`src/hdl/svsf_pkg.sv`:
```
// How it works
// set done when all registered slaves join in time
// never set done with an empty table
// done flag sticks until reset or restart
// set missing flag when monitor time expires short
// missing flag clears once the late slaves join
// set unregistered flag when unknown slave joins
// unregistered flag sticks even after slave leaves
// set stopped flag on error in stop mode
// stopped flag sticks until reset or restart
// summary bit 15 is OR of bits 8 to 10
// latch failing node number into word 5 low byte
// stored node number held until reset or restart
// latch failing slave type into word 5 bit 15
// host keeps words 0 to 9 for this use
// tables and monitor time taken only at start
// halt exchange at once on error in stop mode
// reset or restart clears all latched state
package svsf_pkg;

    // word offsets within the status area
    localparam logic [3:0]  SVSF_STATUS_OFS  = 4'h4;
    localparam logic [3:0]  SVSF_NODE_OFS    = 4'h5;

    // field positions of the status flag word
    localparam int          SVSF_BIT_DONE    = 0;
    localparam int          SVSF_BIT_MISSING = 8;
    localparam int          SVSF_BIT_UNREG   = 9;
    localparam int          SVSF_BIT_STOPPED = 10;
    localparam int          SVSF_BIT_ERROR   = 15;

    // field positions of the stopped node word
    localparam int          SVSF_NODE_LSB    = 0;
    localparam int          SVSF_NODE_W      = 8;
    localparam int          SVSF_BIT_TYPE    = 15;

    // reset values
    localparam logic [15:0] SVSF_WORD_RST    = 16'h0000;
    localparam logic [7:0]  SVSF_NODE_RST    = 8'h00;
    localparam logic [31:0] SVSF_MAP_RST     = 32'h0000_0000;

    // slave type codes stored with a stop
    localparam logic        SVSF_TYPE_OUT    = 1'b0;
    localparam logic        SVSF_TYPE_IN     = 1'b1;

    // timing: one unit of the monitoring time value
    localparam int          SVSF_CLK_HZ      = 40_000_000;
    localparam int          SVSF_MON_UNIT_MS = 100;
    localparam int          SVSF_MON_UNIT_CYC = SVSF_MON_UNIT_MS * (SVSF_CLK_HZ / 1000);

    // supervision phase after start
    typedef enum logic [1:0] {
        SVSF_LOAD,
        SVSF_WATCH,
        SVSF_DONE
    } svsf_phase_type;

endpackage

```
`src/hdl/svsf_status_flags.sv`:
```
`timescale 1ns/1ps
module svsf_status_flags #(
    parameter int MON_UNIT_CYC_P = svsf_pkg::SVSF_MON_UNIT_CYC
) (
    input  wire logic        clk,
    input  wire logic        srst,
    input  wire logic        unit_restart,
    input  wire logic        reg_enable,
    input  wire logic        stop_mode_enable,
    input  wire logic [15:0] out_reg_table,
    input  wire logic [15:0] in_reg_table,
    input  wire logic [15:0] monitor_time,
    input  wire logic [15:0] out_active,
    input  wire logic [15:0] in_active,
    input  wire logic [15:0] out_comm_err,
    input  wire logic [15:0] in_comm_err,
    input  wire logic        rd_en,
    input  wire logic [3:0]  rd_addr,
    output logic [15:0]      rd_data,
    output logic [15:0]      status_word,
    output logic [15:0]      node_word,
    output logic             exchange_halt
);
    import svsf_pkg::*;

    // lowest set bit of a 16-bit error map, as a node number
    function automatic logic [7:0] svsf_first_node(input logic [15:0] map);
        logic [7:0] idx;
        idx = SVSF_NODE_RST;
        for (int i = 15; i >= 0; i--) begin
            if (map[i]) begin
                idx = 8'(i);
            end
        end
        return idx;
    endfunction

    svsf_phase_type phase_q;
    svsf_phase_type phase_d;
    logic [31:0]    table_q;
    logic [31:0]    table_d;
    logic [15:0]    mon_time_q;
    logic [15:0]    mon_time_d;
    logic [31:0]    pre_q;
    logic [31:0]    pre_d;
    logic [15:0]    units_q;
    logic [15:0]    units_d;
    logic           done_q;
    logic           done_d;
    logic [31:0]    miss_map_q;
    logic [31:0]    miss_map_d;
    logic           unreg_q;
    logic           unreg_d;
    logic           stopped_q;
    logic           stopped_d;
    logic [7:0]     node_q;
    logic [7:0]     node_d;
    logic           type_q;
    logic           type_d;
    logic [15:0]    rd_data_q;
    logic [15:0]    rd_data_d;

    logic [31:0]    active_all;
    logic [31:0]    absent_reg;
    logic           all_joined;
    logic           stranger;
    logic           any_err;
    logic           stop_now;
    logic           restart;

    // network state viewed as one 32-bit map, outputs low, inputs high
    assign active_all = {in_active, out_active};
    assign absent_reg = table_q & ~active_all;
    assign all_joined = (table_q != SVSF_MAP_RST) && (absent_reg == SVSF_MAP_RST);
    assign stranger   = |(active_all & ~table_q);
    assign any_err    = |{out_comm_err, in_comm_err};
    assign stop_now   = stop_mode_enable && any_err;
    assign restart    = srst || unit_restart;

    // halt is combinational so exchange stops in the very cycle of the error
    assign exchange_halt = stopped_q || stop_now;

    // status words assembled from the latched flags
    always_comb begin
        status_word                   = SVSF_WORD_RST;
        status_word[SVSF_BIT_DONE]    = done_q;
        status_word[SVSF_BIT_MISSING] = |miss_map_q;
        status_word[SVSF_BIT_UNREG]   = unreg_q;
        status_word[SVSF_BIT_STOPPED] = stopped_q;
        status_word[SVSF_BIT_ERROR]   = |miss_map_q || unreg_q || stopped_q;
        node_word                     = SVSF_WORD_RST;
        node_word[SVSF_NODE_LSB +: SVSF_NODE_W] = node_q;
        node_word[SVSF_BIT_TYPE]      = type_q;
    end

    // next state of supervision, flags and the read port
    always_comb begin
        phase_d    = phase_q;
        table_d    = table_q;
        mon_time_d = mon_time_q;
        pre_d      = pre_q;
        units_d    = units_q;
        done_d     = done_q;
        miss_map_d = miss_map_q & ~active_all;
        unreg_d    = unreg_q;
        stopped_d  = stopped_q;
        node_d     = node_q;
        type_d     = type_q;
        rd_data_d  = SVSF_WORD_RST;

        case (phase_q)
            SVSF_LOAD: begin
                // tables are sampled once after start; later edits need a restart
                table_d    = {in_reg_table, out_reg_table};
                mon_time_d = monitor_time;
                pre_d      = '0;
                units_d    = '0;
                phase_d    = SVSF_WATCH;
            end
            SVSF_WATCH: begin
                if (reg_enable && all_joined) begin
                    done_d  = 1'b1;
                    phase_d = SVSF_DONE;
                end else if (units_q >= mon_time_q) begin
                    if (reg_enable) begin
                        miss_map_d = absent_reg;
                    end
                    phase_d = SVSF_DONE;
                end else if (pre_q >= 32'(MON_UNIT_CYC_P - 1)) begin
                    pre_d   = '0;
                    units_d = units_q + 16'h0001;
                end else begin
                    pre_d = pre_q + 32'h0000_0001;
                end
            end
            default: begin
                // done and missing only evolve by the latched state here
                phase_d = SVSF_DONE;
            end
        endcase

        // unknown slaves are checked outside LOAD while reg_enable is high, and the flag sticks
        if (phase_q != SVSF_LOAD && reg_enable && stranger) begin
            unreg_d = 1'b1;
        end

        // first error in stop mode freezes node and type
        if (stop_now && !stopped_q) begin
            stopped_d = 1'b1;
            if (|out_comm_err) begin
                node_d = svsf_first_node(out_comm_err);
                type_d = SVSF_TYPE_OUT;
            end else begin
                node_d = svsf_first_node(in_comm_err);
                type_d = SVSF_TYPE_IN;
            end
        end

        // read port: unmapped words read as zero
        if (rd_en) begin
            if (rd_addr == SVSF_STATUS_OFS) begin
                rd_data_d = status_word;
            end else if (rd_addr == SVSF_NODE_OFS) begin
                rd_data_d = node_word;
            end else begin
                rd_data_d = SVSF_WORD_RST;
            end
        end

        // restart wipes every latch and re-reads the tables
        if (restart) begin
            phase_d    = SVSF_LOAD;
            done_d     = 1'b0;
            miss_map_d = SVSF_MAP_RST;
            unreg_d    = 1'b0;
            stopped_d  = 1'b0;
            node_d     = SVSF_NODE_RST;
            type_d     = SVSF_TYPE_OUT;
        end
    end

    // registers only; synchronous reset
    always_ff @(posedge clk) begin
        if (srst) begin
            phase_q    <= SVSF_LOAD;
            table_q    <= SVSF_MAP_RST;
            mon_time_q <= SVSF_WORD_RST;
            pre_q      <= '0;
            units_q    <= '0;
            done_q     <= 1'b0;
            miss_map_q <= SVSF_MAP_RST;
            unreg_q    <= 1'b0;
            stopped_q  <= 1'b0;
            node_q     <= SVSF_NODE_RST;
            type_q     <= SVSF_TYPE_OUT;
            rd_data_q  <= SVSF_WORD_RST;
        end else begin
            phase_q    <= phase_d;
            table_q    <= table_d;
            mon_time_q <= mon_time_d;
            pre_q      <= pre_d;
            units_q    <= units_d;
            done_q     <= done_d;
            miss_map_q <= miss_map_d;
            unreg_q    <= unreg_d;
            stopped_q  <= stopped_d;
            node_q     <= node_d;
            type_q     <= type_d;
            rd_data_q  <= rd_data_d;
        end
    end

    assign rd_data = rd_data_q;
endmodule
```
`config.mk`:
```
export PLATFORM = sky130hd
export DESIGN_NAME = svsf_status_flags
export DESIGN_NICKNAME = d
export VERILOG_FILES = /design/src/hdl/svsf_pkg.sv /design/src/hdl/svsf_status_flags.sv
export SDC_FILE = /design/constraint.sdc
export NUM_CORES = 1
export LEC_CHECK = 0
export BUFFER_PORTS_ARGS = -buffer_cell sky130_fd_sc_hd__buf_2
export CAP_MARGIN = 20
export CORE_MARGIN = 5
export CORE_UTILIZATION = 40
export DETAILED_ROUTE_END_ITERATION = 6
export SLEW_MARGIN = 40
export SYNTH_ARGS = -nofsm -noshare
export SYNTH_HDL_FRONTEND = slang
export SYNTH_SLANG_ARGS = --single-unit
export TNS_END_PERCENT = 20
```
`constraint.sdc`:
```
create_clock -name clk -period 4.9 [get_ports clk]
set_input_delay 0.98 -clock clk [delete_from_list [all_inputs] [get_ports clk]]
set_output_delay 0.98 -clock clk [all_outputs]
set_load 0.02 [all_outputs]
```
Word-level counts from Yosys, hierarchy flattened --
Cells that the tools add are included.
Storage, ports and cells: flip-flop bits (word level) 158
Cells by class: $add $sub $neg 2, $lt $le $gt $ge 2, eq/ne operators 7, mux-type cells 51, bitwise gates (word level) 7, reduce and logical (&&, ||, !) cells 27
Operators with widths (number):
- $mux 8 | 31
- $mux 32 | 7
- $and 32x32->32 | 3
- $reduce_or 32->1 | 3
- $mux 16 | 5
- $not 32->32 | 2
- $pmux 32 s2 | 1
- $add 32x1->32 const B | 1
- $ge 32x22->1 const B | 1
- $logic_not 32->1 | 1
- $pmux 16 s2 | 1
- $reduce_bool 32->1 | 1
- $add 16x1->16 const B | 1
- $ge 16x16->1 | 1
- $reduce_or 16->1 | 1
- $eq 4x3->1 const B | 2
- $mux 4 | 2
- $logic_and 1x1->1 | 6
- $ne 2x2->1 const B | 3
- $logic_or 1x1->1 | 4
- $mux 2 | 2
- $pmux 2 s2 | 1
- $reduce_and 4->1 | 1
- $reduce_bool 2->1 | 2
- 11 further kinds | 13

Longest topological paths before layout --
Gate-level depths: netlist (run 1).
depth in word-level cells 17, mapped depth 11, depth with buffers taken out 9

Worst setup path before layout (run 1) --
No wires, ideal clock.
kind in2out, start point in out_comm_err[4], end point out exchange_halt, data arrival time 2291 ps, data required time 3920 ps, slack 1629 ps, stages 4, buffers on the path 0, cells stage by stage nor4_1 > nand4_1 > o41ai_2 > nand2_1
Between the ends: word-level cells in the longest chain between the ends 3
Ends and longest elaborated chain:
- start, declared | line svsf_status_flags.sv:15 | input wire logic [15:0] out_comm_err,
- $reduce_or 32->1 | line svsf_status_flags.sv:76 | assign any_err = |{out_comm_err, in_comm_err};
- $logic_and 1x1->1 | line svsf_status_flags.sv:77 | assign stop_now = stop_mode_enable && any_err;
- $logic_or 1x1->1 | line svsf_status_flags.sv:81 | assign exchange_halt = stopped_q || stop_now;
- end, declared | line svsf_status_flags.sv:22 | output logic exchange_halt
No other way between the ends.

Worst setup path in the final report (run 1) --
start point in out_comm_err[12], end point out exchange_halt
The elaborated chain is that of the path after synthesis.

==> out/metrics.yaml, run 1 <==
ir_drop_mv: 0.2374
die_w_um: 147.1
synth_cell_type_count: 65
antenna_cells: 0
holdBufCountCts: 0
leakage_nw: 3.496
status: "finished, final reports clean"
worstMarginPinSlew_ns: 0.7350
drtIter0Drc: 412
grt_pass1_vias: 6697
busiest_layer: "met2"
maxCapViolCount: 0
h-tree-depth: 4
worstPathRequired_ns: 3.92
ys_warn_count: 0
cp-end-kind: "output port"
synth-edff-count: 0
die_h_um: 147.1
met3_usage: 0.03948
placed_area_um2: 8179
layout-drive-gt1-share: 0.1838
fin_crit_sh: 0.7577
setup_tns_ns: 0
cts_resized: 0
grt_use_met2: 0.3143
area_growth_syn_to_layout_pct: 16.93
async_flop_share: 0
design_area_um2: 8787
start_util: 0.4044
synth_top_flop_cell: "dfxtp_1"
fmaxAchievable_ghz: 0.2694
cts_buffers: 17
grt_pass1_wl_mm: 33.22
antenna_left: 0
crit_fanout: 5
clk_pin_slew_ns: 0.06
p_sw_frac: 0.2566
fin_nets: 1188
period_needed_ns: 3.713
ys_ff_latch: 146
clockBufferDepth: 2
grtUsageMet1: 0.2428
insertion_delay_ns: 0.42
final_cell_mix: "dfxtp_1 (146), buf_2 (140), nand2_1 (125)"
synth_seq_area_share: 0.3889
p_clk_frac: 0.466
fillers: 1853
min_path_type: "reg -> reg"
synthesis.area_um2: 7515
seq_area_um2: 2923
place_hpwl_mm: 15.32
crit_type: "in -> out"
drt-pass1-iter-count: 5
setup_slack_ns: 1.187
skew_ns: 0.008382
io_pins: 171
row_count: 50
die_area_um2: 21630
final_common_cell: "dfxtp_1"
cts.root.buffer_cell: "clkbuf_16"
power_density_nw_per_um2: 321.3
cts_tree: "done"
coreArea_um2: 18580
hold_viol: 0
slew_headroom: 0.5088
wl_per_cell_um: 15.65
postSynthCellCount: 935
drc: 0
overflow: 0
p_seq_frac: 0.443
setup_viol: 0
instances_no_fill: 1295
vias_per_cell: 5.344
worstPathArrival_ns: 2.73
rsz0062_at_grt: "no"
final_max_slew_viol_count: 0
synth.avg_cell_area_um2: 8.037
p_int_mw: 2.099
io_buffers: 140
num_vias: 6921
startpoint_type: "input port"
power.switching_uw: 724.4
place_worst_setup_slack_ns: 1.222
multi_input_area_um2: 3995
post_cts_buffers: 0
grt_max_degree: 50
place.gp.congestion: 0.9047
clkSinkCount: 146
wirelength_mm: 20.27
dp.cells: 1263
comb_power_share: 0.091
antenna_found_initial: 0
grt.total_usage: 0.1864
power groups by stage:
stage               clock network (mW)  logic [mW]  registers [mW]
global route                      1.40       0.287            1.26
CTS                               1.34       0.257            1.25
global placement                     0       0.254            1.28
detailed placement                   0       0.256            1.28
floorplan                            0       0.177            1.26
finish                            1.31       0.257            1.25
sequential cells by signal (all words and copies together) (netlist names):
signal	cells
miss_map_q	32
pre_q	32
table_q	32
mon_time_q	16
units_q	16
rd_data	8
node_q	4
phase_q	2
done_q	1
stopped_q	1
type_q	1
unreg_q	1
worst paths after layout:
check             depth (start not counted)            end        startpoint  slack, ns
hold reg to reg                           2  mon_time_q[5]     mon_time_q[5]       0.45
hold / removal                            2  mon_time_q[5]     mon_time_q[5]       0.45
setup reg to reg                         10      pre_q[14]    mon_time_q[14]       1.86
setup / recovery                          6  exchange_halt  out_comm_err[12]       1.19
cells by family after synthesis:
group / count (synthesis) / share of synthesized area
other: 1 / 0.0004990
AO/OA/AOI/OAI: 198 / 0.1678
buffers and inverters: 142 / 0.09657
multiplexers: 35 / 0.04679
AND/OR/NAND/NOR: 392 / 0.2659
XOR/XNOR: 3 / 0.003497
flip-flops: 146 / 0.3889
adder cells (fa/ha/maj): 18 / 0.02997
area by class of cell:
| cell class | count | area share |
|---|---|---|
| multi-input cells | 676 | 0.4546 |
| flip-flops and latches | 146 | 0.3326 |
| repair buffers | 145 | 0.08401 |
| clock buffers | 19 | 0.05154 |
| well taps | 234 | 0.03332 |
| inverters | 62 | 0.02648 |
| clock inverters | 13 | 0.01737 |
critical path, cell delays in order:
cell and delay, ns:
buf_2 0.11, nor4_1 0.49, nand4_1 0.32, o41ai_2 0.57, nand2_1 0.09, buf_2 0.17
cells in the mapped netlist, types with 5 or more instances:
master	n	area, um2
and2_1	9	56.30
nor3_1	45	225.2
and3_1	13	81.33
a21oi_1	99	495.5
ha_1	18	225.2
nor2_1	49	183.9
o31ai_1	14	105.1
nor2b_1	24	150.1
clkbuf_1	30	112.6
o22ai_1	15	93.84
nand3_1	17	85.08
o21ai_0	7	35.03
buf_6	6	67.56
o21a_1	8	60.06
inv_1	62	232.7
o21ai_1	10	50.05
nand4_1	21	131.4
or4_1	16	120.1
and4_1	5	43.79
nor4_1	30	187.7
nand2_1	125	469.2
mux2i_1	34	340.3
nand2b_1	7	43.79
buf_4	38	285.3
dfxtp_1	146	2923
or3_1	15	93.84
stage by stage:
step	hold slack, ns	util	total power, mW
CTS	0.4555	0.4728	2.853
detailed placement	0.4467	0.4402	1.534
global route	0.4805	0.4729	2.946
floorplan	0.4336	-	1.441
global placement	0.4443	0.4397	1.532
finish	0.4535	0.4729	2.823
layer usage:
metal,up-vias,part of all wire
met3,24,0.044
met5,-,0
met2,177,0.48
met1,3224,0.46
met4,0,0.013
li1,3496,-
No activity file was read; power rests on OpenSTA's default activity.
==> run 2: changes to the inputs <==
clock period = 3.45 ns   (was 4.9 ns; I/O delays follow)
==> run 2 against run 1 <==
  * Final cell count grew 0.46%
  * Register-to-register slack worse by 1.2 ns
  * Power increased by 47%
  * Critical path type unchanged
  * Clock skew barely moved
  * Setup slack worse by 0.83 ns
  * Critical path depth unchanged
  * Sequential cell count is the same
==> out/metrics.yaml, run 2 (synthesized netlist as in run 1, its figures left out) <==
h-tree-depth: 4  # unchanged
rsz0062_at_grt: "no"
power_density_nw_per_um2: 468.3  # +46%
grt_pass1_vias: 6818  # +1.8%
area_growth_syn_to_layout_pct: 18.12
grt.total_usage: 0.1899  # +0.003455
antenna_left: 0  # unchanged
min_path_type: "in -> reg"
cts_tree: "done"
antenna_found_initial: 1  # +1
p_clk_frac: 0.484  # +0.018
wl_per_cell_um: 15.74  # +0.56%
p_seq_frac: 0.428  # -0.015
drc: 0  # unchanged
p_int_mw: 3.114  # +48%
drt-pass1-iter-count: 5  # unchanged
final_common_cell: "dfxtp_1"
row_count: 50  # unchanged
worstPathArrival_ns: 2.41  # -0.32 ns
die_w_um: 147.1  # unchanged
fmaxAchievable_ghz: 0.3230
post_cts_buffers: 0  # unchanged
period_needed_ns: 3.096
placed_area_um2: 8233  # +0.66%
hold_viol: 0  # unchanged
crit_fanout: 5  # unchanged
timing.reg2reg.setup_slack_ns: 0.70  # -1.16 ns
worstRegToRegCells: 10  # unchanged
holdBufCountCts: 0  # unchanged
crit_type: "in -> out"
p_sw_frac: 0.2508  # -0.005755
cp-startpoint: "out_comm_err[0]"
num_vias: 6943  # +0.32%
clockBufferDepth: 2  # unchanged
start_util: 0.4044  # unchanged
cp-end-kind: "output port"
die_area_um2: 21630  # unchanged
cts_buffers: 17  # unchanged
drtIter0Drc: 416  # +0.97%
setup_tns_ns: 0  # unchanged
insertion_delay_ns: 0.43  # about the same
leakage_nw: 3.542  # +1.3%
setup_slack_ns: 0.3543  # -0.8331 ns
overflow: 0  # unchanged
final_core_util: 0.4777  # +0.004781
clkSinkCount: 146  # unchanged
fin_crit_sh: 0.8973
wirelength_mm: 20.48  # +1.0%
crit_end: "exchange_halt"
slew_headroom: 0.6293  # +0.1205
reg.largest.list: "miss_map_q x32, pre_q x32, table_q x32"
io_buffers: 140  # unchanged
final_cell_mix: "dfxtp_1 (146), buf_2 (140), nand2_1 (125)"
skew_ns: 0.008534  # +0.0001521 ns
r2r_end: "pre_q[15]"
coreArea_um2: 18580  # unchanged
fin_nets: 1193  # +0.42%
maxCapViolCount: 0  # unchanged
worstPathRequired_ns: 2.76  # -1.16 ns
design_area_um2: 8876  # +1.0%
comb_power_share: 0.089  # -0.002
grt_max_degree: 50  # unchanged
final_max_slew_viol_count: 0  # unchanged
grt_pass1_wl_mm: 33.73  # +1.5%
setup_viol: 0  # unchanged
place_worst_setup_slack_ns: 0.3634  # -0.8581 ns
io_pins: 171  # unchanged
cts.root.buffer_cell: "clkbuf_16"
vias_per_cell: 5.337  # -0.14%
place.gp.congestion: 0.8960  # -0.96%
status: "finished, final reports clean"
worstMarginPinSlew_ns: 0.5560  # -0.1790 ns
cts_resized: 0  # unchanged
layout-drive-gt1-share: 0.1857  # +0.001952
clk_pin_slew_ns: 0.06  # about the same
hold_start: "in_active[1]"
r2r-start: "mon_time_q[14]"
holdWs_ns: 0.4410  # -0.01251 ns
die_h_um: 147.1  # unchanged
startpoint_type: "input port"
ir_drop_mv: 0.3873  # +63%
power.switching_mw: 1.043  # +44%
place_hpwl_mm: 15.42  # +0.66%
## run 2: cell types whose count changed in the layout (fill, tap and decap cells not counted), moves of 2 or more
| cell | delta |
|---|---|
| clkinv_4 | -5 |
| buf_4 | +3 |
| buf_12 | +2 |
| bufinv_16 | +2 |
| inv_6 | +2 |
## run 2: layout make-up
| cell class | count | area (um2) |
|---|---|---|
| Inverter | 62 | 232.7 |
| Sequential cell | 146 | 2923 |
| Timing Repair Buffer | 150 | 800.8 |
| Clock inverter | 13 | 197.7 |
| Antenna cell | 1 | 2.502 |
| Clock buffer | 19 | 442.9 |
| Multi-Input combinational cell | 676 | 3984 |
| Fill cell | 1887 | 9704 |
| Tap cell | 234 | 292.8 |
## run 2: power by group through the flow
stage | sequential (mW) | combinational (mW) | clock (mW)
after global routing | 1.78 | 0.411 | 2.13
after floorplan | 1.80 | 0.251 | 0
after detailed placement | 1.81 | 0.367 | 0
after global placement | 1.81 | 0.364 | 0
final | 1.78 | 0.368 | 2.01
after CTS | 1.78 | 0.369 | 2.06
## run 2: through the flow
stage          cells  power, mW
2_1_floorplan    964      2.046
3_3_place_gp    1268      2.178
3_5_place_dp    1268      2.181
4_1_cts         1300      4.200
5_1_grt         1301      4.321
6_report        1301      4.157
## run 2: how the worst min path moves through the flow
stage,to,slack [ns],cells past startpoint
final,miss_map_q[17],0.44,2
after global routing,miss_map_q[7],0.44,2
after detailed placement,mon_time_q[4],0.45,2
after global placement,mon_time_q[3],0.44,2
after CTS,miss_map_q[17],0.42,2
after floorplan,pre_q[21],0.43,1
## run 2: routing by layer
layer,wire (um),GRT usage
met5,0,0
met4,430,0.07130
met3,875,0.03979
met2,9751,0.3173
met1,9420,0.2419
## run 2: worst max-delay path: stages
cell	delay (ns)
buf_2	0.11
nor4_1	0.48
nand4_1	0.31
o41ai_2	0.55
nand2_1	0.09
buf_2	0.17
